`src/inc/barrier_pkg.sv`:
```
/*
  Shared constants, types and register map of the lane emergency sequencer.
  Assumes a single 10 MHz clock and an AXI4-Lite register bus.
*/
// Operation
// Emergency mode takes emergency presses, ignores both open/close panels.
// A raise of a lowered barrier waits until both safety detectors clear.
// The stop-line detector never affects barrier movement in an emergency.
// Every station lamp lights steady; the pressed station's lamp flashes.
// Beacons and blank-out signs switch on at once on a press.
// The horn sounds for ten seconds after a press, then stops.
// Lowered barrier with arm closed is raised, fully up within two seconds.
// Gate arm limit switches never stop or block the emergency sequence.
// After the close the barrier stays raised, ignoring commands till reset.
// A green signal shows yellow for two seconds, then turns red.
// In traffic the arm closes once detectors clear, taking two seconds.
// An already raised barrier does not wait for the detectors.
// The raise starts once the arm reports closed, done within two seconds.
// The emergency reset switch clears the latched emergency command.
// Seconds come from a clock tick; reset clears timers and outputs.
// Buttons, key switches and detectors are synchronised before use.

package barrier_pkg;

  // timing
  localparam int CLK_HZ = 10_000_000;
  localparam int TICK_S = 1;
  localparam int SEC_CYCLES = CLK_HZ * TICK_S;
  localparam int FLASH_HALF_MS = 500;
  localparam int HALF_FLASH_CYCLES = CLK_HZ / 1000 * FLASH_HALF_MS;
  localparam int SEC_W = 4;
  localparam logic [SEC_W-1:0] HORN_S = 4'hA;
  localparam logic [SEC_W-1:0] YELLOW_S = 4'h2;
  localparam logic [SEC_W-1:0] ARM_S = 4'h2;
  localparam logic [SEC_W-1:0] BARRIER_S = 4'h2;

  // register map
  localparam logic [7:0] CTRL_OFS = 8'h00;
  localparam logic [7:0] STATUS_OFS = 8'h04;
  localparam logic [7:0] IRQ_STAT_OFS = 8'h08;
  localparam logic [7:0] IRQ_MASK_OFS = 8'h0C;
  localparam int CTRL_CLEAR_BIT = 0;
  localparam int STATUS_ACT_BIT = 4;
  localparam int STATUS_IN_LSB = 8;
  localparam int N_EV = 3;
  localparam int EV_ACT = 0;
  localparam int EV_CLEAR = 1;
  localparam int EV_FAULT = 2;
  localparam logic [N_EV-1:0] IRQ_MASK_RST = 3'h0;
  localparam logic [1:0] RESP_OKAY = 2'h0;
  localparam logic [1:0] RESP_SLVERR = 2'h2;

  typedef enum logic [2:0] {
    ST_IDLE, ST_YELLOW, ST_ARM_WAIT, ST_ARM_MOVE, ST_SAFETY, ST_RAISE,
    ST_LATCHED
  } seq_state_t;

  typedef struct packed {
    logic mode_emergency;
    logic open_sw;
    logic close_sw;
    logic emergency_reset;
    logic safety_detector_a;
    logic safety_detector_b;
    logic stopline_det;
    logic barrier_up;
    logic barrier_down;
    logic arm_closed;
    logic sig_red_in;
    logic sig_yellow_in;
    logic sig_green_in;
  } lane_in_t;

  typedef struct packed {
    logic barrier_raise;
    logic barrier_lower;
    logic arm_close;
    logic sig_red;
    logic sig_yellow;
    logic sig_green;
    logic beacons;
    logic blankout;
    logic horn;
  } lane_out_t;

endpackage

```
`src/hw/barrier_emergency_sequencer.sv`:
```
/*
  Emergency-close sequencer for one barrier lane with AXI4-Lite registers.
  Assumes panel levels arrive asynchronously and the normal traffic
  sequencer supplies the signal aspect used outside an emergency.
*/
`timescale 1ns/1ps
`default_nettype none

module barrier_emergency_sequencer #(
  parameter int N_STATIONS = 4,
  parameter int TICK_CYCLES = barrier_pkg::SEC_CYCLES,
  parameter int FLASH_CYCLES = barrier_pkg::HALF_FLASH_CYCLES
) (
  // clock and reset
  input wire logic aclk,
  input wire logic aresetn,
  // axi4-lite write
  input wire logic [7:0] awaddr,
  input wire logic awvalid,
  output logic awready,
  input wire logic [31:0] wdata,
  input wire logic [3:0] wstrb,
  input wire logic wvalid,
  output logic wready,
  output logic [1:0] bresp,
  output logic bvalid,
  input wire logic bready,
  // axi4-lite read
  input wire logic [7:0] araddr,
  input wire logic arvalid,
  output logic arready,
  output logic [31:0] rdata,
  output logic [1:0] rresp,
  output logic rvalid,
  input wire logic rready,
  // lane field inputs
  input wire barrier_pkg::lane_in_t lane_in,
  input wire logic [N_STATIONS-1:0] station_button,
  // lane field outputs
  output var barrier_pkg::lane_out_t lane_out,
  output logic [N_STATIONS-1:0] station_lamp,
  output logic irq
);
  import barrier_pkg::*;

  localparam int IN_W = $bits(lane_in_t);
  localparam int FW = $clog2(FLASH_CYCLES + 1);
  localparam logic [FW-1:0] FLASH_LAST = FW'(FLASH_CYCLES - 1);

  // synchronised inputs
  logic [IN_W+N_STATIONS-1:0] sync_q;
  lane_in_t sin;
  logic [N_STATIONS-1:0] btn;

  input_sync #(.WIDTH(IN_W + N_STATIONS)) u_sync (
    .aclk(aclk),
    .aresetn(aresetn),
    .d({lane_in, station_button}),
    .q(sync_q)
  );
  assign sin = lane_in_t'(sync_q[IN_W+N_STATIONS-1:N_STATIONS]);
  assign btn = sync_q[N_STATIONS-1:0];

  // sequencer state
  seq_state_t state_reg, state_next;
  logic [N_STATIONS-1:0] pressed_reg, pressed_next;
  logic [N_STATIONS-1:0] btn_prev_reg;
  logic [N_STATIONS-1:0] press;
  logic [N_EV-1:0] irq_stat_reg, irq_stat_next, w1c;
  lane_out_t out_reg, out_next;
  logic [N_STATIONS-1:0] lamp_reg, lamp_next;
  logic act, clear_req, safety_busy, act_n, fault_ev;
  logic seq_start, seq_done, horn_busy, horn_done;
  logic [SEC_W-1:0] seq_secs;
  logic [FW-1:0] flash_cnt_reg, flash_cnt_next;
  logic flash_reg, flash_next;

  // bus state
  logic aw_hold_reg, aw_hold_next, w_hold_reg, w_hold_next;
  logic [7:0] awaddr_reg, awaddr_next;
  logic [31:0] wdata_reg, wdata_next, rdata_reg, rdata_next;
  logic wstrb0_reg, wstrb0_next;
  logic bvalid_reg, bvalid_next, rvalid_reg, rvalid_next;
  logic [1:0] bresp_reg, bresp_next, rresp_reg, rresp_next;
  logic [N_EV-1:0] mask_reg, mask_next;
  logic sw_clear_reg, sw_clear_next;

  assign press = btn & ~btn_prev_reg;
  // key switch or software clear
  assign clear_req = sin.emergency_reset | sw_clear_reg;
  // either detector holds off
  assign safety_busy = sin.safety_detector_a | sin.safety_detector_b;
  // presses count only in emergency mode
  assign act = (|press) && sin.mode_emergency && !clear_req &&
               state_reg == ST_IDLE;

  sec_timer #(.TICK_CYCLES(TICK_CYCLES), .SEC_W(SEC_W)) u_seq_tmr (
    .aclk(aclk),
    .aresetn(aresetn),
    .start(seq_start),
    .secs(seq_secs),
    .busy(),
    .done(seq_done)
  );

  // ten second horn
  sec_timer #(.TICK_CYCLES(TICK_CYCLES), .SEC_W(SEC_W)) u_horn_tmr (
    .aclk(aclk),
    .aresetn(aresetn),
    .start(act),
    .secs(HORN_S),
    .busy(horn_busy),
    .done(horn_done)
  );

  always_comb begin
    state_next = state_reg;
    pressed_next = pressed_reg;
    seq_start = 1'b0;
    seq_secs = YELLOW_S;
    fault_ev = 1'b0;
    unique case (state_reg)
      ST_IDLE: begin
        if (act) begin
          pressed_next = press;
          // raised barrier latches at once
          if (sin.barrier_up) begin
            state_next = ST_LATCHED;
          // green goes through yellow
          end else if (sin.sig_green_in) begin
            state_next = ST_YELLOW;
            seq_start = 1'b1;
          end else if (!sin.arm_closed) begin
            state_next = ST_ARM_WAIT;
          end else begin
            state_next = ST_SAFETY;
          end
        end
      end
      ST_YELLOW: begin
        if (seq_done) begin
          state_next = ST_ARM_WAIT;
        end
      end
      // arm closes once detectors clear
      ST_ARM_WAIT: begin
        if (!safety_busy) begin
          state_next = ST_ARM_MOVE;
          seq_start = 1'b1;
          seq_secs = ARM_S;
        end
      end
      // arm travel time bounds the wait
      ST_ARM_MOVE: begin
        if (seq_done || sin.arm_closed) begin
          state_next = ST_SAFETY;
        end
      end
      // stop-line detector not consulted
      ST_SAFETY: begin
        if (!safety_busy) begin
          state_next = ST_RAISE;
          seq_start = 1'b1;
          seq_secs = BARRIER_S;
        end
      end
      // raise, flag late barrier
      ST_RAISE: begin
        if (sin.barrier_up) begin
          state_next = ST_LATCHED;
        end else if (seq_done) begin
          state_next = ST_LATCHED;
          fault_ev = 1'b1;
        end
      end
      ST_LATCHED: begin
        state_next = ST_LATCHED;
      end
    endcase
    // clear latched command
    if (clear_req && state_reg != ST_IDLE) begin
      state_next = ST_IDLE;
      pressed_next = '0;
    end
    // set wins over software clear
    irq_stat_next = irq_stat_reg & ~w1c;
    irq_stat_next[EV_ACT] = irq_stat_next[EV_ACT] | act;
    irq_stat_next[EV_CLEAR] = irq_stat_next[EV_CLEAR] |
                              (clear_req && state_reg != ST_IDLE);
    irq_stat_next[EV_FAULT] = irq_stat_next[EV_FAULT] | fault_ev;
  end

  // outputs follow the next state so they align with state_reg
  always_comb begin
    act_n = (state_next != ST_IDLE);
    // held raised while latched
    out_next.barrier_raise = (state_next == ST_RAISE) ||
                             (state_next == ST_LATCHED) ||
                             (!sin.mode_emergency && !act_n && sin.close_sw);
    // panels ignored in emergency mode
    out_next.barrier_lower = !sin.mode_emergency && !act_n &&
                             sin.open_sw && !sin.close_sw;
    // arm closed before raise
    out_next.arm_close = act_n && state_next != ST_YELLOW &&
                         state_next != ST_ARM_WAIT;
    out_next.sig_yellow = act_n ? state_next == ST_YELLOW :
                          sin.sig_yellow_in;
    out_next.sig_green = !act_n && sin.sig_green_in;
    out_next.sig_red = act_n ? state_next != ST_YELLOW : sin.sig_red_in;
    // beacons and signs at once
    out_next.beacons = act_n;
    out_next.blankout = act_n;
    out_next.horn = act_n && (act || horn_busy);
    flash_cnt_next = flash_cnt_reg + FW'(1);
    flash_next = flash_reg;
    if (flash_cnt_reg == FLASH_LAST) begin
      flash_cnt_next = '0;
      flash_next = !flash_reg;
    end
  end

  // steady at all, flash at pressed
  for (genvar i = 0; i < N_STATIONS; i++) begin : g_lamp
    assign lamp_next[i] = act_n && (!pressed_next[i] || flash_reg);

  end

  // reset clears timers and outputs
  always_ff @(posedge aclk) begin
    if (!aresetn) begin
      state_reg <= ST_IDLE;
      pressed_reg <= '0;
      btn_prev_reg <= '0;
      irq_stat_reg <= '0;
      out_reg <= '0;
      lamp_reg <= '0;
      flash_cnt_reg <= '0;
      flash_reg <= 1'b0;
    end else begin
      state_reg <= state_next;
      pressed_reg <= pressed_next;
      btn_prev_reg <= btn;
      irq_stat_reg <= irq_stat_next;
      out_reg <= out_next;
      lamp_reg <= lamp_next;
      flash_cnt_reg <= flash_cnt_next;
      flash_reg <= flash_next;
    end
  end

  assign lane_out = out_reg;
  assign station_lamp = lamp_reg;
  assign irq = |(irq_stat_reg & mask_reg);

  // axi4-lite slave
  assign awready = !aw_hold_reg && !bvalid_reg;
  assign wready = !w_hold_reg && !bvalid_reg;
  assign arready = !rvalid_reg;

  always_comb begin
    aw_hold_next = aw_hold_reg;
    awaddr_next = awaddr_reg;
    w_hold_next = w_hold_reg;
    wdata_next = wdata_reg;
    wstrb0_next = wstrb0_reg;
    bvalid_next = bvalid_reg && !bready;
    bresp_next = bresp_reg;
    rvalid_next = rvalid_reg && !rready;
    rdata_next = rdata_reg;
    rresp_next = rresp_reg;
    mask_next = mask_reg;
    sw_clear_next = 1'b0;
    w1c = '0;
    if (awvalid && awready) begin
      aw_hold_next = 1'b1;
      awaddr_next = {awaddr[7:2], 2'h0};
    end
    if (wvalid && wready) begin
      w_hold_next = 1'b1;
      wdata_next = wdata;
      wstrb0_next = wstrb[0];
    end
    if (aw_hold_reg && w_hold_reg && !bvalid_reg) begin
      aw_hold_next = 1'b0;
      w_hold_next = 1'b0;
      bvalid_next = 1'b1;
      bresp_next = RESP_OKAY;
      case (awaddr_reg)
        CTRL_OFS: sw_clear_next = wstrb0_reg && wdata_reg[CTRL_CLEAR_BIT];
        STATUS_OFS: bresp_next = RESP_OKAY;
        IRQ_STAT_OFS: w1c = wstrb0_reg ? wdata_reg[N_EV-1:0] : '0;
        IRQ_MASK_OFS: begin
          if (wstrb0_reg) begin
            mask_next = wdata_reg[N_EV-1:0];
          end
        end
        default: bresp_next = RESP_SLVERR;
      endcase
    end
    if (arvalid && arready) begin
      rvalid_next = 1'b1;
      rresp_next = RESP_OKAY;
      case ({araddr[7:2], 2'h0})
        CTRL_OFS: rdata_next = '0;
        STATUS_OFS: rdata_next = (32'(sin) << STATUS_IN_LSB) |
            (32'(state_reg != ST_IDLE) << STATUS_ACT_BIT) | 32'(state_reg);
        IRQ_STAT_OFS: rdata_next = 32'(irq_stat_reg);
        IRQ_MASK_OFS: rdata_next = 32'(mask_reg);
        default: begin
          rdata_next = '0;
          rresp_next = RESP_SLVERR;
        end
      endcase
    end
  end

  always_ff @(posedge aclk) begin
    if (!aresetn) begin
      aw_hold_reg <= 1'b0;
      awaddr_reg <= '0;
      w_hold_reg <= 1'b0;
      wdata_reg <= '0;
      wstrb0_reg <= 1'b0;
      bvalid_reg <= 1'b0;
      bresp_reg <= RESP_OKAY;
      rvalid_reg <= 1'b0;
      rdata_reg <= '0;
      rresp_reg <= RESP_OKAY;
      mask_reg <= IRQ_MASK_RST;
      sw_clear_reg <= 1'b0;
    end else begin
      aw_hold_reg <= aw_hold_next;
      awaddr_reg <= awaddr_next;
      w_hold_reg <= w_hold_next;
      wdata_reg <= wdata_next;
      wstrb0_reg <= wstrb0_next;
      bvalid_reg <= bvalid_next;
      bresp_reg <= bresp_next;
      rvalid_reg <= rvalid_next;
      rdata_reg <= rdata_next;
      rresp_reg <= rresp_next;
      mask_reg <= mask_next;
      sw_clear_reg <= sw_clear_next;
    end
  end

  assign bvalid = bvalid_reg;
  assign bresp = bresp_reg;
  assign rvalid = rvalid_reg;
  assign rdata = rdata_reg;
  assign rresp = rresp_reg;
endmodule // barrier_emergency_sequencer

`default_nettype wire

```
`src/hw/input_sync.sv`:
```
/*
  Two-flop synchroniser for a group of slow panel and detector levels.
  Assumes inputs are static for many clock cycles.
*/
`timescale 1ns/1ps
`default_nettype none

module input_sync #(
  parameter int WIDTH = 8
) (
  // clock and reset
  input wire logic aclk,
  input wire logic aresetn,
  // levels
  input wire logic [WIDTH-1:0] d,
  output logic [WIDTH-1:0] q
);

  for (genvar i = 0; i < WIDTH; i++) begin : g_bit
    logic meta_reg, meta_next, sync_reg, sync_next;
    // two flops per bit
    always_comb begin
      meta_next = d[i];
      sync_next = meta_reg;
    end
    always_ff @(posedge aclk) begin
      if (!aresetn) begin
        meta_reg <= 1'b0;
        sync_reg <= 1'b0;
      end else begin
        meta_reg <= meta_next;
        sync_reg <= sync_next;
      end
    end
    assign q[i] = sync_reg;
  end
endmodule // input_sync

`default_nettype wire

```
`src/hw/sec_timer.sv`:
```
/*
  Restartable whole-second timer with its own prescaler.
  Assumes start is a one-cycle pulse; a new start restarts the count.
*/
`timescale 1ns/1ps
`default_nettype none

module sec_timer #(
  parameter int TICK_CYCLES = barrier_pkg::SEC_CYCLES,
  parameter int SEC_W = barrier_pkg::SEC_W
) (
  // clock and reset
  input wire logic aclk,
  input wire logic aresetn,
  // control
  input wire logic start,
  input wire logic [SEC_W-1:0] secs,
  output logic busy,
  output logic done
);

  localparam int CW = $clog2(TICK_CYCLES + 1);
  localparam logic [CW-1:0] PRE_LAST = CW'(TICK_CYCLES - 1);
  localparam logic [SEC_W-1:0] ONE = SEC_W'(1);

  logic [CW-1:0] pre_reg, pre_next;
  logic [SEC_W-1:0] left_reg, left_next;
  logic done_reg, done_next;

  // seconds from clock tick
  always_comb begin
    pre_next = pre_reg;
    left_next = left_reg;
    done_next = 1'b0;
    if (start) begin
      pre_next = '0;
      left_next = secs;
    end else if (left_reg != '0) begin
      if (pre_reg == PRE_LAST) begin
        pre_next = '0;
        left_next = left_reg - ONE;
        done_next = (left_reg == ONE);
      end else begin
        pre_next = pre_reg + CW'(1);
      end
    end
  end

  always_ff @(posedge aclk) begin
    if (!aresetn) begin
      pre_reg <= '0;
      left_reg <= '0;
      done_reg <= 1'b0;
    end else begin
      pre_reg <= pre_next;
      left_reg <= left_next;
      done_reg <= done_next;
    end
  end

  assign busy = (left_reg != '0);
  assign done = done_reg;
endmodule // sec_timer

`default_nettype wire

```
`config.mk`:
```
export PLATFORM = sky130hd
export DESIGN_NAME = barrier_emergency_sequencer
export DESIGN_NICKNAME = d
export VERILOG_FILES = /design/src/inc/barrier_pkg.sv /design/src/hw/barrier_emergency_sequencer.sv /design/src/hw/input_sync.sv /design/src/hw/sec_timer.sv
export SDC_FILE = /design/constraint.sdc
export NUM_CORES = 1
export LEC_CHECK = 0
export BUFFER_PORTS_ARGS = -buffer_cell sky130_fd_sc_hd__buf_2
export CAP_MARGIN = 5
export CORE_MARGIN = 1.5
export CORE_UTILIZATION = 30
export CTS_CLUSTER_DIAMETER = 200
export DETAILED_ROUTE_END_ITERATION = 8
export GPL_ROUTABILITY_DRIVEN = 0
export PLACE_DENSITY = 0.53
export SYNTH_ARGS = -nofsm -noshare
export SYNTH_HDL_FRONTEND = slang
export SYNTH_HIERARCHICAL = 1
export SYNTH_SLANG_ARGS = --single-unit
```
`constraint.sdc`:
```
create_clock -name aclk -period 4.5 [get_ports aclk]
set_input_delay 0.225 -clock aclk [delete_from_list [all_inputs] [get_ports aclk]]
set_output_delay 0.225 -clock aclk [all_outputs]
set_load 0.02 [all_outputs]
```
* After elaboration in Yosys (flattened, before gate mapping)
Index checks and enable logic that the tools add are counted. Widths: inputs -> output; s select.
Word-level totals: flip-flop bits (word level) 195, latch bits 0, memory bits (writable) 0, bits in read-only memories 0, bits of input ports 76, output and inout bits 55, word-level logic and storage cells 226, memories kept 0
Cells by class: add/sub/neg operators 5, multiply operators 0, divide/modulo/power cells 0, order comparisons 0, eq/ne operators 21, shift operators 0, muxes and demuxes 41, bitwise logic cells 15, reductions and logical operators 76
Operators by type and width (count):
- $pmux 21 s3 | 1
- $add 24x1->24 const B | 2
- $eq 24x24->1 const B | 2
- $mux 24 | 2
- $mux 3 | 14
- $logic_and 1x1->1 | 26
- $eq 6x2->1 const B | 4
- $mux 4 | 6
- $add 23x1->23 const B | 1
- $eq 23x23->1 const B | 1
- $or 21x3->21 | 1
- $or 21x5->21 | 1
- $pmux 3 s7 | 1
- $reduce_or 4->1 | 4
- $eq 3x3->1 const B | 5
- $logic_not 1->1 | 15
- $eq 6x1->1 const B | 2
- $mux 1 | 11
- $mux 2 | 5
- $reduce_or 2->1 | 5
- $logic_not 8->1 | 1
- $logic_or 1x1->1 | 8
- $reduce_and 2->1 | 4
- $reduce_bool 2->1 | 4
- 19 further kinds | 32

* Depth between registers and ports, before layout
Gate-level depths: netlist (run 1).
word-level depth 14, depth in mapped cells 11, gate-level depth less buffers 9

* By module
Netlist (run 1), hierarchy kept.
Modules (own cells, without submodules):
- barrier_emergency_sequencer | instances 1, cells each 410, area an instance 3708.6 µm², sequential area each 1741.7 µm²
- sec_timer | instances 2, cells each 175, area an instance 1549.0 µm², sequential area each 580.6 µm²
- input_sync | instances 1, cells each 88, area an instance 1078.5 µm², sequential area each 680.7 µm²

* Worst setup path after synthesis (run 1)
No wires, ideal clock.
path kind reg2reg, from register u_sync.g_bit[3].sync_reg, to register u_seq_tmr.pre_reg[16], setup time 0.070 ns, data arrival time 2.055 ns, data required time 4.430 ns, setup slack 2.375 ns, cell stages (with the launch flop) 12, buffers on the path 2, clock period less this slack 2.125 ns, cells stage by stage dfxtp_1 -> buf_4 -> nor2b_1 -> nor4_2 -> nand2b_4 -> inv_2 -> a32o_1 -> inv_1 -> nand2_1 -> o21bai_1 -> buf_2 -> a21oi_1
Between the ends: word-level cells in the longest chain between the ends 8
Ends and longest elaborated chain:
- start: declaration | line input_sync.sv:20 | logic meta_reg, meta_next, sync_reg, sync_next;
- start signal: assignment | line input_sync.sv:32 | sync_reg <= sync_next;
- $and 4x4->4 | line barrier_emergency_sequencer.sv:88 | assign press = btn & ~btn_prev_reg;
- $reduce_or 4->1 | line barrier_emergency_sequencer.sv:94 | assign act = (|press) && sin.mode_emergency && !clear_req &&
- $logic_and 1x1->1 (3 in a row) | line barrier_emergency_sequencer.sv:94
- via act | line barrier_emergency_sequencer.sv:72 | logic act, clear_req, safety_busy, act_n, fault_ev;
- $mux 1 | line barrier_emergency_sequencer.sv:124 | if (act) begin
- $pmux 1 s2 | line barrier_emergency_sequencer.sv:122 | unique case (state_reg)
- via seq_start | line barrier_emergency_sequencer.sv:73 | logic seq_start, seq_done, horn_busy, horn_done;
- $reduce_or 2->1 (no line)
- end signal: assignment | line sec_timer.sv:55 | pre_reg <= pre_next;
- end: declaration | line sec_timer.sv:26 | logic [CW-1:0] pre_reg, pre_next;
The timed path passes the listed nets, and every way through them passes these cells. A chain may end at the register's enable or synchronous reset.

* Final worst setup path (run 1)
from register state_reg[0], to register u_seq_tmr.pre_reg[16]
Between the ends: word-level cells in the longest chain between the ends 5, elaborated cells between the ends (all ways) 8, those cells by class 2 x eq/ne; 2 x mux; 4 x reduce/logical
Ends and longest elaborated chain:
- start: declaration | line barrier_emergency_sequencer.sv:65 | seq_state_t state_reg, state_next;
- start signal: assignment | line barrier_emergency_sequencer.sv:240 | state_reg <= state_next;
- $logic_not 3->1 | line barrier_emergency_sequencer.sv:95 | state_reg == ST_IDLE;
- $logic_and 1x1->1 | line barrier_emergency_sequencer.sv:94
- via act | line barrier_emergency_sequencer.sv:72
- $mux 1 | line barrier_emergency_sequencer.sv:124
- $pmux 1 s2 | line barrier_emergency_sequencer.sv:122
- via seq_start | line barrier_emergency_sequencer.sv:73
- $reduce_or 2->1 (no line)
The timed path passes the listed nets, and every way through them passes these cells.

==> flow_summary.html, run 1 <==
<table>
<tr><th>Metric</th><th>Value</th></tr>
<tr><th colspan="2">Global routing</th></tr>
<tr><td>Total global-route track usage</td><td>0.126</td></tr>
<tr><td>Total congestion overflow</td><td>0</td></tr>
<tr><td>Via count of the first global-routing pass</td><td>5400</td></tr>
<tr><td>Global-route wire length before repair</td><td>about 27000 um</td></tr>
<tr><td>Maximum number of pins on one net before global-route repair</td><td>31</td></tr>
<tr><td>Initial antenna violation count</td><td>0</td></tr>
<tr><th colspan="2">Worst setup path</th></tr>
<tr><td>CP arrival</td><td>2.95 ns</td></tr>
<tr><td>Maximum net fanout on the critical path</td><td>22</td></tr>
<tr><td>Sort of element at the start of the critical path</td><td>flip-flop</td></tr>
<tr><td>Maximum cell stage delay along the critical path</td><td>0.62 ns</td></tr>
<tr><td>Sequence of cells on the critical path</td><td>nor3_4, and3_4, nand2b_4, inv_2, a32o_1, inv_1, nand2_1, o21bai_2, a21oi_1</td></tr>
<tr><td>CP Capture Type</td><td>flip-flop</td></tr>
<tr><td>Critical-path top delay cell</td><td>sky130_fd_sc_hd__dfxtp_1</td></tr>
<tr><td>Startpoint-to-endpoint class of the critical path</td><td>reg2reg</td></tr>
<tr><td>Data required time at the worst endpoint</td><td>4.85 ns</td></tr>
<tr><th colspan="2">Timing</th></tr>
<tr><td>Setup TNS</td><td>0 ns</td></tr>
<tr><td>Setup repair after global routing missed its margin</td><td>false</td></tr>
<tr><td>Maximum clock frequency</td><td>385 MHz</td></tr>
<tr><td>Max Clock Skew</td><td>0.00889 ns</td></tr>
<tr><td>Max Transition Viols Final</td><td>0</td></tr>
<tr><td>Hold violation total from the final report</td><td>0</td></tr>
<tr><td>Final period demand of the worst path</td><td>approximately 2.6 ns</td></tr>
<tr><td>Portion of the clock cycle consumed by the worst path in the final layout</td><td>0.577</td></tr>
<tr><td>Relative max-transition margin</td><td>0.347</td></tr>
<tr><td>Worst-margin pin slew</td><td>between 0.9 and 1 ns</td></tr>
<tr><td>Setup violation total in the final timing report</td><td>0</td></tr>
<tr><th colspan="2">Clock network</th></tr>
<tr><td>Number of CTS-inserted buffers</td><td>17</td></tr>
<tr><td>Clock transition at path regs</td><td>around 0.07 ns</td></tr>
<tr><td>Clock root buffer</td><td>sky130_fd_sc_hd__clkbuf_16</td></tr>
<tr><td>Max Buffers Root-to-Sink</td><td>2</td></tr>
<tr><td>Clock latency reported for the late side of the worst-skew pair</td><td>0.43 ns</td></tr>
<tr><td>Number of sinks driven by the clock tree</td><td>~180</td></tr>
<tr><td>Post-CTS Setup Bufs</td><td>0</td></tr>
<tr><td>Total number of H-tree levels</td><td>4</td></tr>
<tr><td>CTS tree</td><td>built</td></tr>
<tr><th colspan="2">Layout</th></tr>
<tr><td>Diode insertion count for antenna repair</td><td>0</td></tr>
<tr><td>Final Instance Area</td><td>between 8000 and 9000 sq um</td></tr>
<tr><td>Final core area utilization</td><td>0.352</td></tr>
<tr><td>Non-filler instance count after layout</td><td>1236</td></tr>
<tr><td>Synth-to-layout area growth</td><td>14.1%</td></tr>
<tr><td>Final-layout fill cell count</td><td>2615</td></tr>
<tr><td>Nets@finish</td><td>between 900 and 1k</td></tr>
<tr><td>Share of post-route cells with drive strength above 1</td><td>0.193</td></tr>
<tr><th colspan="2">Outcome</th></tr>
<tr><td>Run status</td><td>finished, final reports clean</td></tr>
<tr><th colspan="2">Floorplanning</th></tr>
<tr><td>Horizontal die dimension</td><td>between 150 and 200 um</td></tr>
<tr><td>Starting Density</td><td>0.309</td></tr>
<tr><td>Die Span Y</td><td>about 160 um</td></tr>
<tr><td># rows</td><td>58</td></tr>
<tr><td>Floorplan Core Area</td><td>around 25000 sq um</td></tr>
<tr><td>Total die area</td><td>between 20000 and 30000 sq um</td></tr>
<tr><td>IO Count</td><td>around 130</td></tr>
<tr><th colspan="2">Power</th></tr>
<tr><td>Peak supply drop</td><td>0.000244 V</td></tr>
<tr><td>Leak pwr</td><td>between 3 and 4 nW</td></tr>
<tr><td>PnR Total Power</td><td>roughly 0.0035 W</td></tr>
<tr><td>Power per Cell Area</td><td>slightly below 400 nW/um^2</td></tr>
<tr><th colspan="2">Worst hold path</th></tr>
<tr><td>Worst min-delay path category</td><td>in2reg</td></tr>
<tr><th colspan="2">Placed design</th></tr>
<tr><td>Post-detail-place hpwl</td><td>around 11000 um</td></tr>
<tr><td>Area after detailed placement</td><td>between 8000 and 9000 sq um</td></tr>
<tr><td>Placed Instances</td><td>around 1.2k</td></tr>
<tr><td>Count of buffers from port buffering</td><td>77</td></tr>
<tr><th colspan="2">Synthesis</th></tr>
<tr><td>Cells after Synth</td><td>843</td></tr>
<tr><td>Yosys warning count</td><td>6</td></tr>
<tr><td>Synth Cell Area</td><td>7840 sq um</td></tr>
<tr><td>Post-Synthesis Mean Instance Area</td><td>around 9.3 sq um</td></tr>
<tr><th colspan="2">Route</th></tr>
<tr><td>Drt pass-1 iters</td><td>4</td></tr>
<tr><td>Post-route DRC</td><td>0</td></tr>
<tr><td>Average wire per cell in the routed design</td><td>13.4 um</td></tr>
<tr><td>Mean number of vias per cell</td><td>4.75</td></tr>
<tr><td>Violation count after the first detailed-routing iteration</td><td>around 320</td></tr>
<tr><td>Antenna violation net count after detailed routing</td><td>0</td></tr>
<tr><td>Routed via count</td><td>5875</td></tr>
<tr><td>Total length of routed wires</td><td>about 17000 um</td></tr>
<tr><th colspan="2">Job</th></tr>
<tr><td>Number of maximum-capacitance constraint violations</td><td>0</td></tr>
</table>
per-layer routing:
layer  share of wire  GRT usage  vias up
li1                -          -     3052
met1            0.51      0.175     2731
met2            0.44      0.192       78
met3           0.034     0.0294       14
met4           0.010     0.0385        0
met5               0          0        -
path summary, 6_finish.rpt:
| check | slack, ns | startpoint | endpoint | depth (start not counted) |
|---|---|---|---|---|
| max | 1.90 | state_reg[0] | u_seq_tmr/pre_reg[16] | 9 |
| min | 0.02 | lane_in[5] | u_sync/g_bit[9].meta_reg | 2 |
| max reg2reg | 1.90 | state_reg[0] | u_seq_tmr/pre_reg[16] | 9 |
| min reg2reg | 0.44 | u_sync/g_bit[3].sync_reg | btn_prev_reg[3] | 1 |
where the power goes:
part / switching, W / total, W / internal (W)
Clock: 0.000667 / 0.00156 / 0.000892
Combinational: 0.000153 / 0.000248 / 0.0000954
Sequential: 0.0000327 / 0.00165 / 0.00162
Total: 0.000853 / 0.00346 / 0.00261
worst max-delay path: cells and delay by family (launching register included):
family / cells / cell delay, ns
AOI/OAI and AO/OA: 3 / 1.02
buffers and inverters: 2 / 0.29
DFF: 1 / 0.62
and+or+nand+nor: 4 / 0.57
layout make-up:
type,count,area (sq um),area share
well taps,330,413,0.0462
inverters,23,86.3,0.00965
multi-input cells,591,3830,0.428
flip-flops and latches,178,3560,0.398
clock inverters,15,195,0.0218
repair buffers,82,430,0.0481
clock buffers,17,425,0.0476
cells in the final DEF (no fill, tap or decap), types with 4 or more instances in the layout:
| cell type | count |
|---|---|
| sky130_fd_sc_hd__and3_1 | 8 |
| sky130_fd_sc_hd__or3_1 | 12 |
| sky130_fd_sc_hd__xnor2_1 | 11 |
| sky130_fd_sc_hd__mux2i_1 | 19 |
| sky130_fd_sc_hd__inv_6 | 4 |
| sky130_fd_sc_hd__nor4b_2 | 4 |
| sky130_fd_sc_hd__xor2_1 | 31 |
| sky130_fd_sc_hd__inv_1 | 22 |
| sky130_fd_sc_hd__a21oi_1 | 35 |
| sky130_fd_sc_hd__o31a_1 | 4 |
| sky130_fd_sc_hd__clkbuf_16 | 17 |
| sky130_fd_sc_hd__ha_1 | 8 |
| sky130_fd_sc_hd__a22oi_1 | 19 |
| sky130_fd_sc_hd__nor4b_1 | 6 |
| sky130_fd_sc_hd__and4_1 | 7 |
| sky130_fd_sc_hd__and2_1 | 16 |
| sky130_fd_sc_hd__nor2_1 | 99 |
| sky130_fd_sc_hd__nand3_1 | 32 |
| sky130_fd_sc_hd__buf_2 | 77 |
| sky130_fd_sc_hd__nor2b_1 | 8 |
| sky130_fd_sc_hd__conb_1 | 25 |
| sky130_fd_sc_hd__o21ai_0 | 19 |
| sky130_fd_sc_hd__o31ai_1 | 26 |
| sky130_fd_sc_hd__nor3_1 | 13 |
| sky130_fd_sc_hd__dfxtp_1 | 178 |
| sky130_fd_sc_hd__nand2_1 | 39 |
| sky130_fd_sc_hd__or4_1 | 29 |
| sky130_fd_sc_hd__nor4_1 | 4 |
| sky130_fd_sc_hd__nand4_1 | 23 |
| sky130_fd_sc_hd__and2_2 | 34 |
| sky130_fd_sc_hd__a31oi_1 | 8 |
| sky130_fd_sc_hd__o311ai_0 | 4 |
stage by stage:
step                      setup WS, ns  hold WS (ns)
after CTS                         1.88      0.000463
after floorplan                   2.38         0.325
after global routing              1.67      0.000123
after global placement            1.93         0.422
after detailed placement          1.91         0.426
final                             1.90        0.0176
repair_timing:
action                                 in CTS  in global routing
endpoints found under the hold margin       3                  0
hold buffers                                3                  0
setup endpoints to repair                   0                  0
gates resized for setup                     0                  0
No activity file was read; power rests on OpenSTA's default activity.
==> run 2: changes to the inputs <==
==> constraint.sdc (replaced) <==
create_clock -name aclk -period 2.4 [get_ports aclk]
set_input_delay 0.12 -clock aclk [delete_from_list [all_inputs] [get_ports aclk]]
set_output_delay 0.12 -clock aclk [all_outputs]
set_load 0.02 [all_outputs]
==> run 2 against run 1 <==
  * Worst setup slack lost 1.7 ns
  * Sequential power rose by 88%
  * Power is 85% higher
  * Worst hold slack improved by 0.089 ns
  * Sequential share of layout area fell by 1.5 points
  * Critical path depth increased by 1
  * Routed wire length up 2.0%
  * Global-route usage is 0.095 points higher
  * Critical path type unchanged
  * Critical endpoint is now u_seq_tmr/pre_reg[18]
  * Largest cell class unchanged
  * Highest routed layer unchanged
==> flow_summary.html, run 2 (synthesized netlist as in run 1, its figures left out) <==
<table>
<tr><th>Metric</th><th>Value</th></tr>
<tr><th colspan="2">Global routing</th></tr>
<tr><td>Met2 routing resource usage after global routing</td><td>0.195</td></tr>
<tr><td>Total global-route track usage</td><td>0.127</td></tr>
<tr><td>Maximum number of pins on one net before global-route repair</td><td>between 40 and 50</td></tr>
<tr><td>Initial antenna violation count</td><td>0</td></tr>
<tr><td>Total congestion overflow</td><td>0</td></tr>
<tr><td>Global-route wire length before repair</td><td>about 28000 um</td></tr>
<tr><td>Met1 track utilization from global routing</td><td>0.175</td></tr>
<tr><td>Via count of the first global-routing pass</td><td>between 5k and 6k</td></tr>
<tr><td>Most Used Layer, Global Route</td><td>met2</td></tr>
<tr><td>GR Util met3</td><td>0.0324</td></tr>
<tr><th colspan="2">Power</th></tr>
<tr><td>Power per Cell Area</td><td>between 600 and 700 nW/um^2</td></tr>
<tr><td>Leak pwr</td><td>around 3.6 nW</td></tr>
<tr><td>Peak supply drop</td><td>0.000482 V</td></tr>
<tr><th colspan="2">Clock network</th></tr>
<tr><td>Clock latency reported for the late side of the worst-skew pair</td><td>0.44 ns</td></tr>
<tr><td>Total number of H-tree levels</td><td>4</td></tr>
<tr><td>Number of CTS-inserted buffers</td><td>17</td></tr>
<tr><td>CTS tree</td><td>built</td></tr>
<tr><td>Number of sinks driven by the clock tree</td><td>between 150 and 200</td></tr>
<tr><td>Clock root buffer</td><td>sky130_fd_sc_hd__clkbuf_16</td></tr>
<tr><td>Clock transition at path regs</td><td>roughly 0.070 ns</td></tr>
<tr><td>Max Buffers Root-to-Sink</td><td>2</td></tr>
<tr><th colspan="2">Route</th></tr>
<tr><td>Post-route DRC</td><td>0</td></tr>
<tr><td>Violation count after the first detailed-routing iteration</td><td>approximately 310</td></tr>
<tr><td>Mean number of vias per cell</td><td>~4.7</td></tr>
<tr><td>Antenna violation net count after detailed routing</td><td>0</td></tr>
<tr><td>Average wire per cell in the routed design</td><td>~13 um</td></tr>
<tr><td>Routed via count</td><td>around 6k</td></tr>
<tr><td>Total length of routed wires</td><td>16800 um</td></tr>
<tr><td>Drt pass-1 iters</td><td>4</td></tr>
<tr><th colspan="2">Layout</th></tr>
<tr><td>Diode insertion count for antenna repair</td><td>0</td></tr>
<tr><td>Non-filler instance count after layout</td><td>~1.3k</td></tr>
<tr><td>Share of post-route cells with drive strength above 1</td><td>0.197</td></tr>
<tr><td>Final-layout fill cell count</td><td>2582</td></tr>
<tr><td>Nets@finish</td><td>between 1k and 1.5k</td></tr>
<tr><td>Synth-to-layout area growth</td><td>18.5%</td></tr>
<tr><td>Most common cell after layout, fill and taps aside</td><td>sky130_fd_sc_hd__dfxtp_1</td></tr>
<tr><td>Most frequent cells in the layout</td><td>178 x sky130_fd_sc_hd__dfxtp_1, 99 x sky130_fd_sc_hd__nor2_1, 77 x sky130_fd_sc_hd__buf_2</td></tr>
<tr><th colspan="2">Job</th></tr>
<tr><td>Number of maximum-capacitance constraint violations</td><td>0</td></tr>
<tr><th colspan="2">Floorplanning</th></tr>
<tr><td>Horizontal die dimension</td><td>approximately 160 um</td></tr>
<tr><td># rows</td><td>just under 60</td></tr>
<tr><td>IO Count</td><td>approximately 130</td></tr>
<tr><td>Die Span Y</td><td>approximately 160 um</td></tr>
<tr><td>Total die area</td><td>~27000 sq um</td></tr>
<tr><td>Starting Density</td><td>0.309</td></tr>
<tr><td>Floorplan Core Area</td><td>~25000 sq um</td></tr>
<tr><th colspan="2">Outcome</th></tr>
<tr><td>Run status</td><td>finished, final reports clean</td></tr>
<tr><th colspan="2">Timing</th></tr>
<tr><td>Setup TNS</td><td>0 ns</td></tr>
<tr><td>Max Transition Viols Final</td><td>0</td></tr>
<tr><td>Max Clock Skew</td><td>roughly 0.018 ns</td></tr>
<tr><td>Relative max-transition margin</td><td>0.484</td></tr>
<tr><td>Worst-margin pin slew</td><td>between 0.7 and 0.8 ns</td></tr>
<tr><td>Maximum clock frequency</td><td>between 400 and 500 MHz</td></tr>
<tr><td>Setup repair after global routing missed its margin</td><td>false</td></tr>
<tr><td>Final period demand of the worst path</td><td>about 2.2 ns</td></tr>
<tr><td>Setup violation total in the final timing report</td><td>0</td></tr>
<tr><td>Portion of the clock cycle consumed by the worst path in the final layout</td><td>0.902</td></tr>
<tr><td>Hold violation total from the final report</td><td>0</td></tr>
<tr><th colspan="2">Placed design</th></tr>
<tr><td>Count of buffers from port buffering</td><td>between 70 and 80</td></tr>
<tr><td>Placed Instances</td><td>roughly 1.2k</td></tr>
<tr><td>Post-detail-place hpwl</td><td>11500 um</td></tr>
<tr><th colspan="2">Worst hold path</th></tr>
<tr><td>Worst min-delay path category</td><td>in2reg</td></tr>
<tr><th colspan="2">Worst setup path</th></tr>
<tr><td>CP arrival</td><td>2.53 ns</td></tr>
<tr><td>Maximum net fanout on the critical path</td><td>22</td></tr>
<tr><td>CP Capture Type</td><td>flip-flop</td></tr>
<tr><td>Sort of element at the start of the critical path</td><td>flip-flop</td></tr>
<tr><td>Startpoint-to-endpoint class of the critical path</td><td>reg2reg</td></tr>
<tr><td>Data required time at the worst endpoint</td><td>roughly 2.8 ns</td></tr>
</table>
run 2: critical path: stages (launching register included):
cell and delay, ns:
sky130_fd_sc_hd__dfxtp_1 0.31, sky130_fd_sc_hd__nor2b_1 0.14, sky130_fd_sc_hd__nor4_2 0.31, sky130_fd_sc_hd__nand2b_4 0.21
sky130_fd_sc_hd__inv_2 0.04, sky130_fd_sc_hd__a32o_1 0.30, sky130_fd_sc_hd__inv_2 0.12, sky130_fd_sc_hd__nand2_1 0.14
sky130_fd_sc_hd__o21bai_1 0.18, sky130_fd_sc_hd__buf_4 0.22, sky130_fd_sc_hd__a21oi_1 0.13
run 2: layout make-up:
| type | instances | area [sq um] | area share |
|---|---|---|---|
| multi-input combinational | 591 | 3820 | 0.411 |
| sequential | 178 | 3560 | 0.384 |
| timing repair buffer | 124 | 813 | 0.0875 |
| clock buffer | 20 | 447 | 0.0481 |
| tap | 330 | 413 | 0.0444 |
| clock inverter | 12 | 146 | 0.0158 |
| inverter | 23 | 86.3 | 0.00929 |
run 2: final timing paths:
kind                             from                       end  slack (ns)  cells after the start
max reg2reg  u_sync/g_bit[3].sync_reg     u_seq_tmr/pre_reg[18]        0.24                     10
min                         araddr[4]                  rresp[1]        0.11                      3
max          u_sync/g_bit[3].sync_reg     u_seq_tmr/pre_reg[18]        0.24                     10
min reg2reg  u_sync/g_bit[9].meta_reg  u_sync/g_bit[9].sync_reg        0.45                      1
run 2: metrics by stage:
| step | utilization | setup slack (ns) | hold WS (ns) | cell area (sq um) | total power (W) |
|---|---|---|---|---|---|
| 6_report | 0.366 | 0.236 | 0.106 | 9290 | 0.00642 |
| 5_1_grt | 0.366 | 0.00532 | 0.0999 | 9290 | 0.00670 |
| 4_1_cts | 0.366 | 0.149 | 0.0870 | 9290 | 0.00652 |
| 3_5_place_dp | 0.331 | 0.162 | 0.314 | 8400 | 0.00365 |
| 3_3_place_gp | 0.331 | 0.209 | 0.316 | 8400 | 0.00365 |
| 2_1_floorplan | - | 0.275 | 0.220 | 7930 | 0.00353 |
run 2: what timing repair did:
item,CTS,global route
setup buffers,0,0
gates resized for setup,0,1
hold endpoints to repair,29,0
setup endpoints to repair,0,18
hold buffers,30,0
run 2: per-layer routing:
metal,wire [um],vias up
li1,-,3124
met1,8740,2799
met2,7390,97
met3,553,10
met4,167,0
met5,0,-
run 2: where the power goes:
part | switching, W | internal, W
registers | 0.0000542 | 0.00304
logic | 0.000303 | 0.000220
clock network | 0.00122 | 0.00158
==> run 3: changes to the inputs <==
--- a/config.mk
+++ b/config.mk
@@ -5,14 +5,15 @@
 export SDC_FILE = /design/constraint.sdc
 export NUM_CORES = 1
 export LEC_CHECK = 0
+export ABC_AREA = 1
 export BUFFER_PORTS_ARGS = -buffer_cell sky130_fd_sc_hd__buf_2
 export CAP_MARGIN = 5
 export CORE_MARGIN = 1.5
-export CORE_UTILIZATION = 30
+export CORE_UTILIZATION = 55
 export CTS_CLUSTER_DIAMETER = 200
 export DETAILED_ROUTE_END_ITERATION = 8
 export GPL_ROUTABILITY_DRIVEN = 0
-export PLACE_DENSITY = 0.53
+export PLACE_DENSITY = 0.83
 export SYNTH_ARGS = -nofsm -noshare
 export SYNTH_HDL_FRONTEND = slang
 export SYNTH_HIERARCHICAL = 1
==> run 3 against run 2 <==
  * The run now ends with design-rule violations left
  * Core utilization rose by 29 points
  * Register-to-register slack improved by 0.17 ns
  * Cell area is 3.3% higher
==> flow_summary.html, run 3 <==
<table>
<tr><th>Metric</th><th>Value</th></tr>
<tr><th colspan="2">Power</th></tr>
<tr><td>Power per Cell Area</td><td>between 800 and 900 nW/um^2</td></tr>
<tr><td>PnR Total Power</td><td>~0.0078 W</td></tr>
<tr><td>Peak supply drop</td><td>between 0.0007 and 0.0008 V</td></tr>
<tr><td>Leak pwr</td><td>between 4 and 5 nW</td></tr>
<tr><th colspan="2">Worst setup path</th></tr>
<tr><td>R2R cell count</td><td>10</td></tr>
<tr><td>Data required time at the worst endpoint</td><td>roughly 2.8 ns</td></tr>
<tr><td>Startpoint-to-endpoint class of the critical path</td><td>reg2reg</td></tr>
<tr><td>Maximum cell stage delay along the critical path</td><td>about 0.48 ns</td></tr>
<tr><td>Maximum net fanout on the critical path</td><td>10</td></tr>
<tr><td>Sequence of cells on the critical path</td><td>inv_1, nand2_1, nor2_2, nand3_1, nand2_1, nor2_4, inv_2, nor2_1, nand2_1, nor2_1</td></tr>
<tr><td>Sort of element at the start of the critical path</td><td>flip-flop</td></tr>
<tr><td>CP Capture Type</td><td>flip-flop</td></tr>
<tr><td>FF-to-FF setup slack</td><td>roughly 0.41 ns</td></tr>
<tr><td>Cell with the most instances on the worst path</td><td>sky130_fd_sc_hd__nand2_1</td></tr>
<tr><td>Startpoint of the most critical register-to-register path</td><td>state_reg[2]</td></tr>
<tr><td>Critical-path top delay cell</td><td>sky130_fd_sc_hd__dfxtp_1</td></tr>
<tr><td>Capture point of the worst reg-to-reg path</td><td>u_seq_tmr/pre_reg[20]</td></tr>
<tr><td>CP arrival</td><td>between 2 and 2.5 ns</td></tr>
<tr><th colspan="2">Outcome</th></tr>
<tr><td>Failing checks</td><td>design-rule violations</td></tr>
<tr><td>Run status</td><td>finished with violations</td></tr>
<tr><th colspan="2">Timing</th></tr>
<tr><td>Maximum clock frequency</td><td>between 500 and 600 MHz</td></tr>
<tr><td>Final period demand of the worst path</td><td>between 1.5 and 2 ns</td></tr>
<tr><td>Setup violation total in the final timing report</td><td>0</td></tr>
<tr><td>Hold violation total from the final report</td><td>0</td></tr>
<tr><td>Portion of the clock cycle consumed by the worst path in the final layout</td><td>0.830</td></tr>
<tr><td>Max Transition Viols Final</td><td>0</td></tr>
<tr><td>Max Clock Skew</td><td>about 0.012 ns</td></tr>
<tr><td>Setup TNS</td><td>0 ns</td></tr>
<tr><td>Setup repair after global routing missed its margin</td><td>false</td></tr>
<tr><td>Worst-margin pin slew</td><td>just under 0.9 ns</td></tr>
<tr><td>Relative max-transition margin</td><td>0.414</td></tr>
<tr><th colspan="2">Placed design</th></tr>
<tr><td>Area after detailed placement</td><td>8690 sq um</td></tr>
<tr><td>Count of buffers from port buffering</td><td>just under 80</td></tr>
<tr><td>Post-detail-place hpwl</td><td>approximately 12000 um</td></tr>
<tr><th colspan="2">Layout</th></tr>
<tr><td>Final-layout fill cell count</td><td>1233</td></tr>
<tr><td>Most common cell after layout, fill and taps aside</td><td>sky130_fd_sc_hd__nand2_1</td></tr>
<tr><td>Final core area utilization</td><td>0.656</td></tr>
<tr><td>Share of post-route cells with drive strength above 1</td><td>0.137</td></tr>
<tr><td>Sequential cell area</td><td>3560 sq um</td></tr>
<tr><td>Synth-to-layout area growth</td><td>15.4%</td></tr>
<tr><td>Final Instance Area</td><td>approximately 9600 sq um</td></tr>
<tr><td>Nets@finish</td><td>about 1.3k</td></tr>
<tr><td>Area of the multi-input gates</td><td>between 3000 and 4000 sq um</td></tr>
<tr><td>Most frequent cells in the layout</td><td>290 x sky130_fd_sc_hd__nand2_1, 178 x sky130_fd_sc_hd__dfxtp_1, 162 x sky130_fd_sc_hd__inv_1</td></tr>
<tr><td>Diode insertion count for antenna repair</td><td>0</td></tr>
<tr><th colspan="2">Floorplanning</th></tr>
<tr><td># rows</td><td>between 40 and 50</td></tr>
<tr><td>Floorplan Core Area</td><td>14600 sq um</td></tr>
<tr><td>Horizontal die dimension</td><td>about 130 um</td></tr>
<tr><td>Total die area</td><td>15900 sq um</td></tr>
<tr><td>Die Span Y</td><td>between 100 and 150 um</td></tr>
<tr><td>Starting Density</td><td>0.568</td></tr>
<tr><td>IO Count</td><td>131</td></tr>
<tr><th colspan="2">Worst hold path</th></tr>
<tr><td>Worst min-delay path category</td><td>in2reg</td></tr>
<tr><td>Worst Hold Endpoint</td><td>btn_prev_reg[1]</td></tr>
<tr><td>Hold Crit Start</td><td>aresetn</td></tr>
<tr><td>Number of stages on the worst hold path</td><td>3</td></tr>
<tr><th colspan="2">Clock network</th></tr>
<tr><td>Post-CTS Setup Bufs</td><td>0</td></tr>
<tr><td>Clock latency reported for the late side of the worst-skew pair</td><td>approximately 0.45 ns</td></tr>
<tr><td>Max Buffers Root-to-Sink</td><td>2</td></tr>
<tr><td>Clock transition at path regs</td><td>0.07 ns</td></tr>
<tr><td>Number of CTS-inserted buffers</td><td>17</td></tr>
<tr><td>CTS tree</td><td>built</td></tr>
<tr><td>Clock root buffer</td><td>sky130_fd_sc_hd__clkbuf_16</td></tr>
<tr><td>Number of sinks driven by the clock tree</td><td>roughly 180</td></tr>
<tr><td>Total number of H-tree levels</td><td>4</td></tr>
<tr><th colspan="2">Synthesis</th></tr>
<tr><td>Synth Cell Area</td><td>8320 sq um</td></tr>
<tr><td>Yosys warning count</td><td>6</td></tr>
<tr><td>Cells after Synth</td><td>1156</td></tr>
<tr><td>Post-Synthesis Mean Instance Area</td><td>~7 sq um</td></tr>
<tr><th colspan="2">Route</th></tr>
<tr><td>Average wire per cell in the routed design</td><td>about 12 um</td></tr>
<tr><td>Post-route DRC</td><td>4</td></tr>
<tr><td>Drt pass-1 iters</td><td>7</td></tr>
<tr><td>Routed via count</td><td>~7.2k</td></tr>
<tr><td>Mean number of vias per cell</td><td>a little under 5</td></tr>
<tr><td>Violation count after the first detailed-routing iteration</td><td>between 500 and 600</td></tr>
<tr><td>Antenna violation net count after detailed routing</td><td>0</td></tr>
<tr><td>Total length of routed wires</td><td>17500 um</td></tr>
<tr><th colspan="2">Global routing</th></tr>
<tr><td>Global-route wire length before repair</td><td>around 30000 um</td></tr>
<tr><td>Total global-route track usage</td><td>0.229</td></tr>
<tr><td>Via count of the first global-routing pass</td><td>about 6.7k</td></tr>
<tr><td>Maximum number of pins on one net before global-route repair</td><td>68</td></tr>
<tr><td>Initial antenna violation count</td><td>0</td></tr>
<tr><td>Total congestion overflow</td><td>0</td></tr>
<tr><th colspan="2">Job</th></tr>
<tr><td>Number of maximum-capacitance constraint violations</td><td>0</td></tr>
</table>
## run 3: per-stage QoR
step,instances,setup slack (ns),hold WS (ns)
after floorplan,1179,0.643,0.213
after global placement,1393,0.521,0.299
after detailed placement,1393,0.450,0.304
after CTS,1454,0.424,0.00568
after global routing,1454,0.201,0.0251
final,1454,0.407,0.0182
## run 3: layout make-up
class	instances	area share
Clock buffer	18	0.0458
Clock inverter	14	0.0192
Inverter	170	0.0665
Multi-Input combinational cell	778	0.398
Sequential cell	178	0.371
Tap cell	184	0.0240
Timing Repair Buffer	112	0.0751
## run 3: how the worst max path moves through the flow
stage                 start                      to  slack [ns]  depth (start not counted)
5_1_grt        state_reg[2]   u_seq_tmr/pre_reg[18]        0.20                         10
4_1_cts        state_reg[2]   u_seq_tmr/pre_reg[20]        0.42                         10
2_1_floorplan  state_reg[2]  u_horn_tmr/pre_reg[18]        0.64                         11
3_5_place_dp   state_reg[2]   u_seq_tmr/pre_reg[20]        0.45                         10
3_3_place_gp   state_reg[2]   u_seq_tmr/pre_reg[23]        0.52                         10
6_report       state_reg[2]   u_seq_tmr/pre_reg[20]        0.41                         10
## run 3: metal layers
layer / wire length [um] / part of all wire / GRT usage / vias up
met5: 0 / 0 / 0 / -
met4: 178 / 0.010 / 0.0629 / 0
met3: 704 / 0.040 / 0.0535 / 13
met2: 8560 / 0.49 / 0.394 / 164
met1: 8050 / 0.46 / 0.290 / 3291
li1: - / - / - / 3734
## run 3: critical path: cells and delay by family, from the launching register on
family / cells / cell delay (ns)
DFF: 1 / 0.48
buffers and inverters: 2 / 0.23
and+or+nand+nor: 8 / 1.21
## run 3: timing repair
action | in CTS | in global routing
gates resized for setup | 0 | 0
hold buffers | 29 | 0
hold endpoints to repair | 29 | 0
## run 3: power breakdown
part	switching, W	internal (W)
Combinational	0.00106	0.000497
Clock	0.00135	0.00154
Sequential	0.000146	0.00318
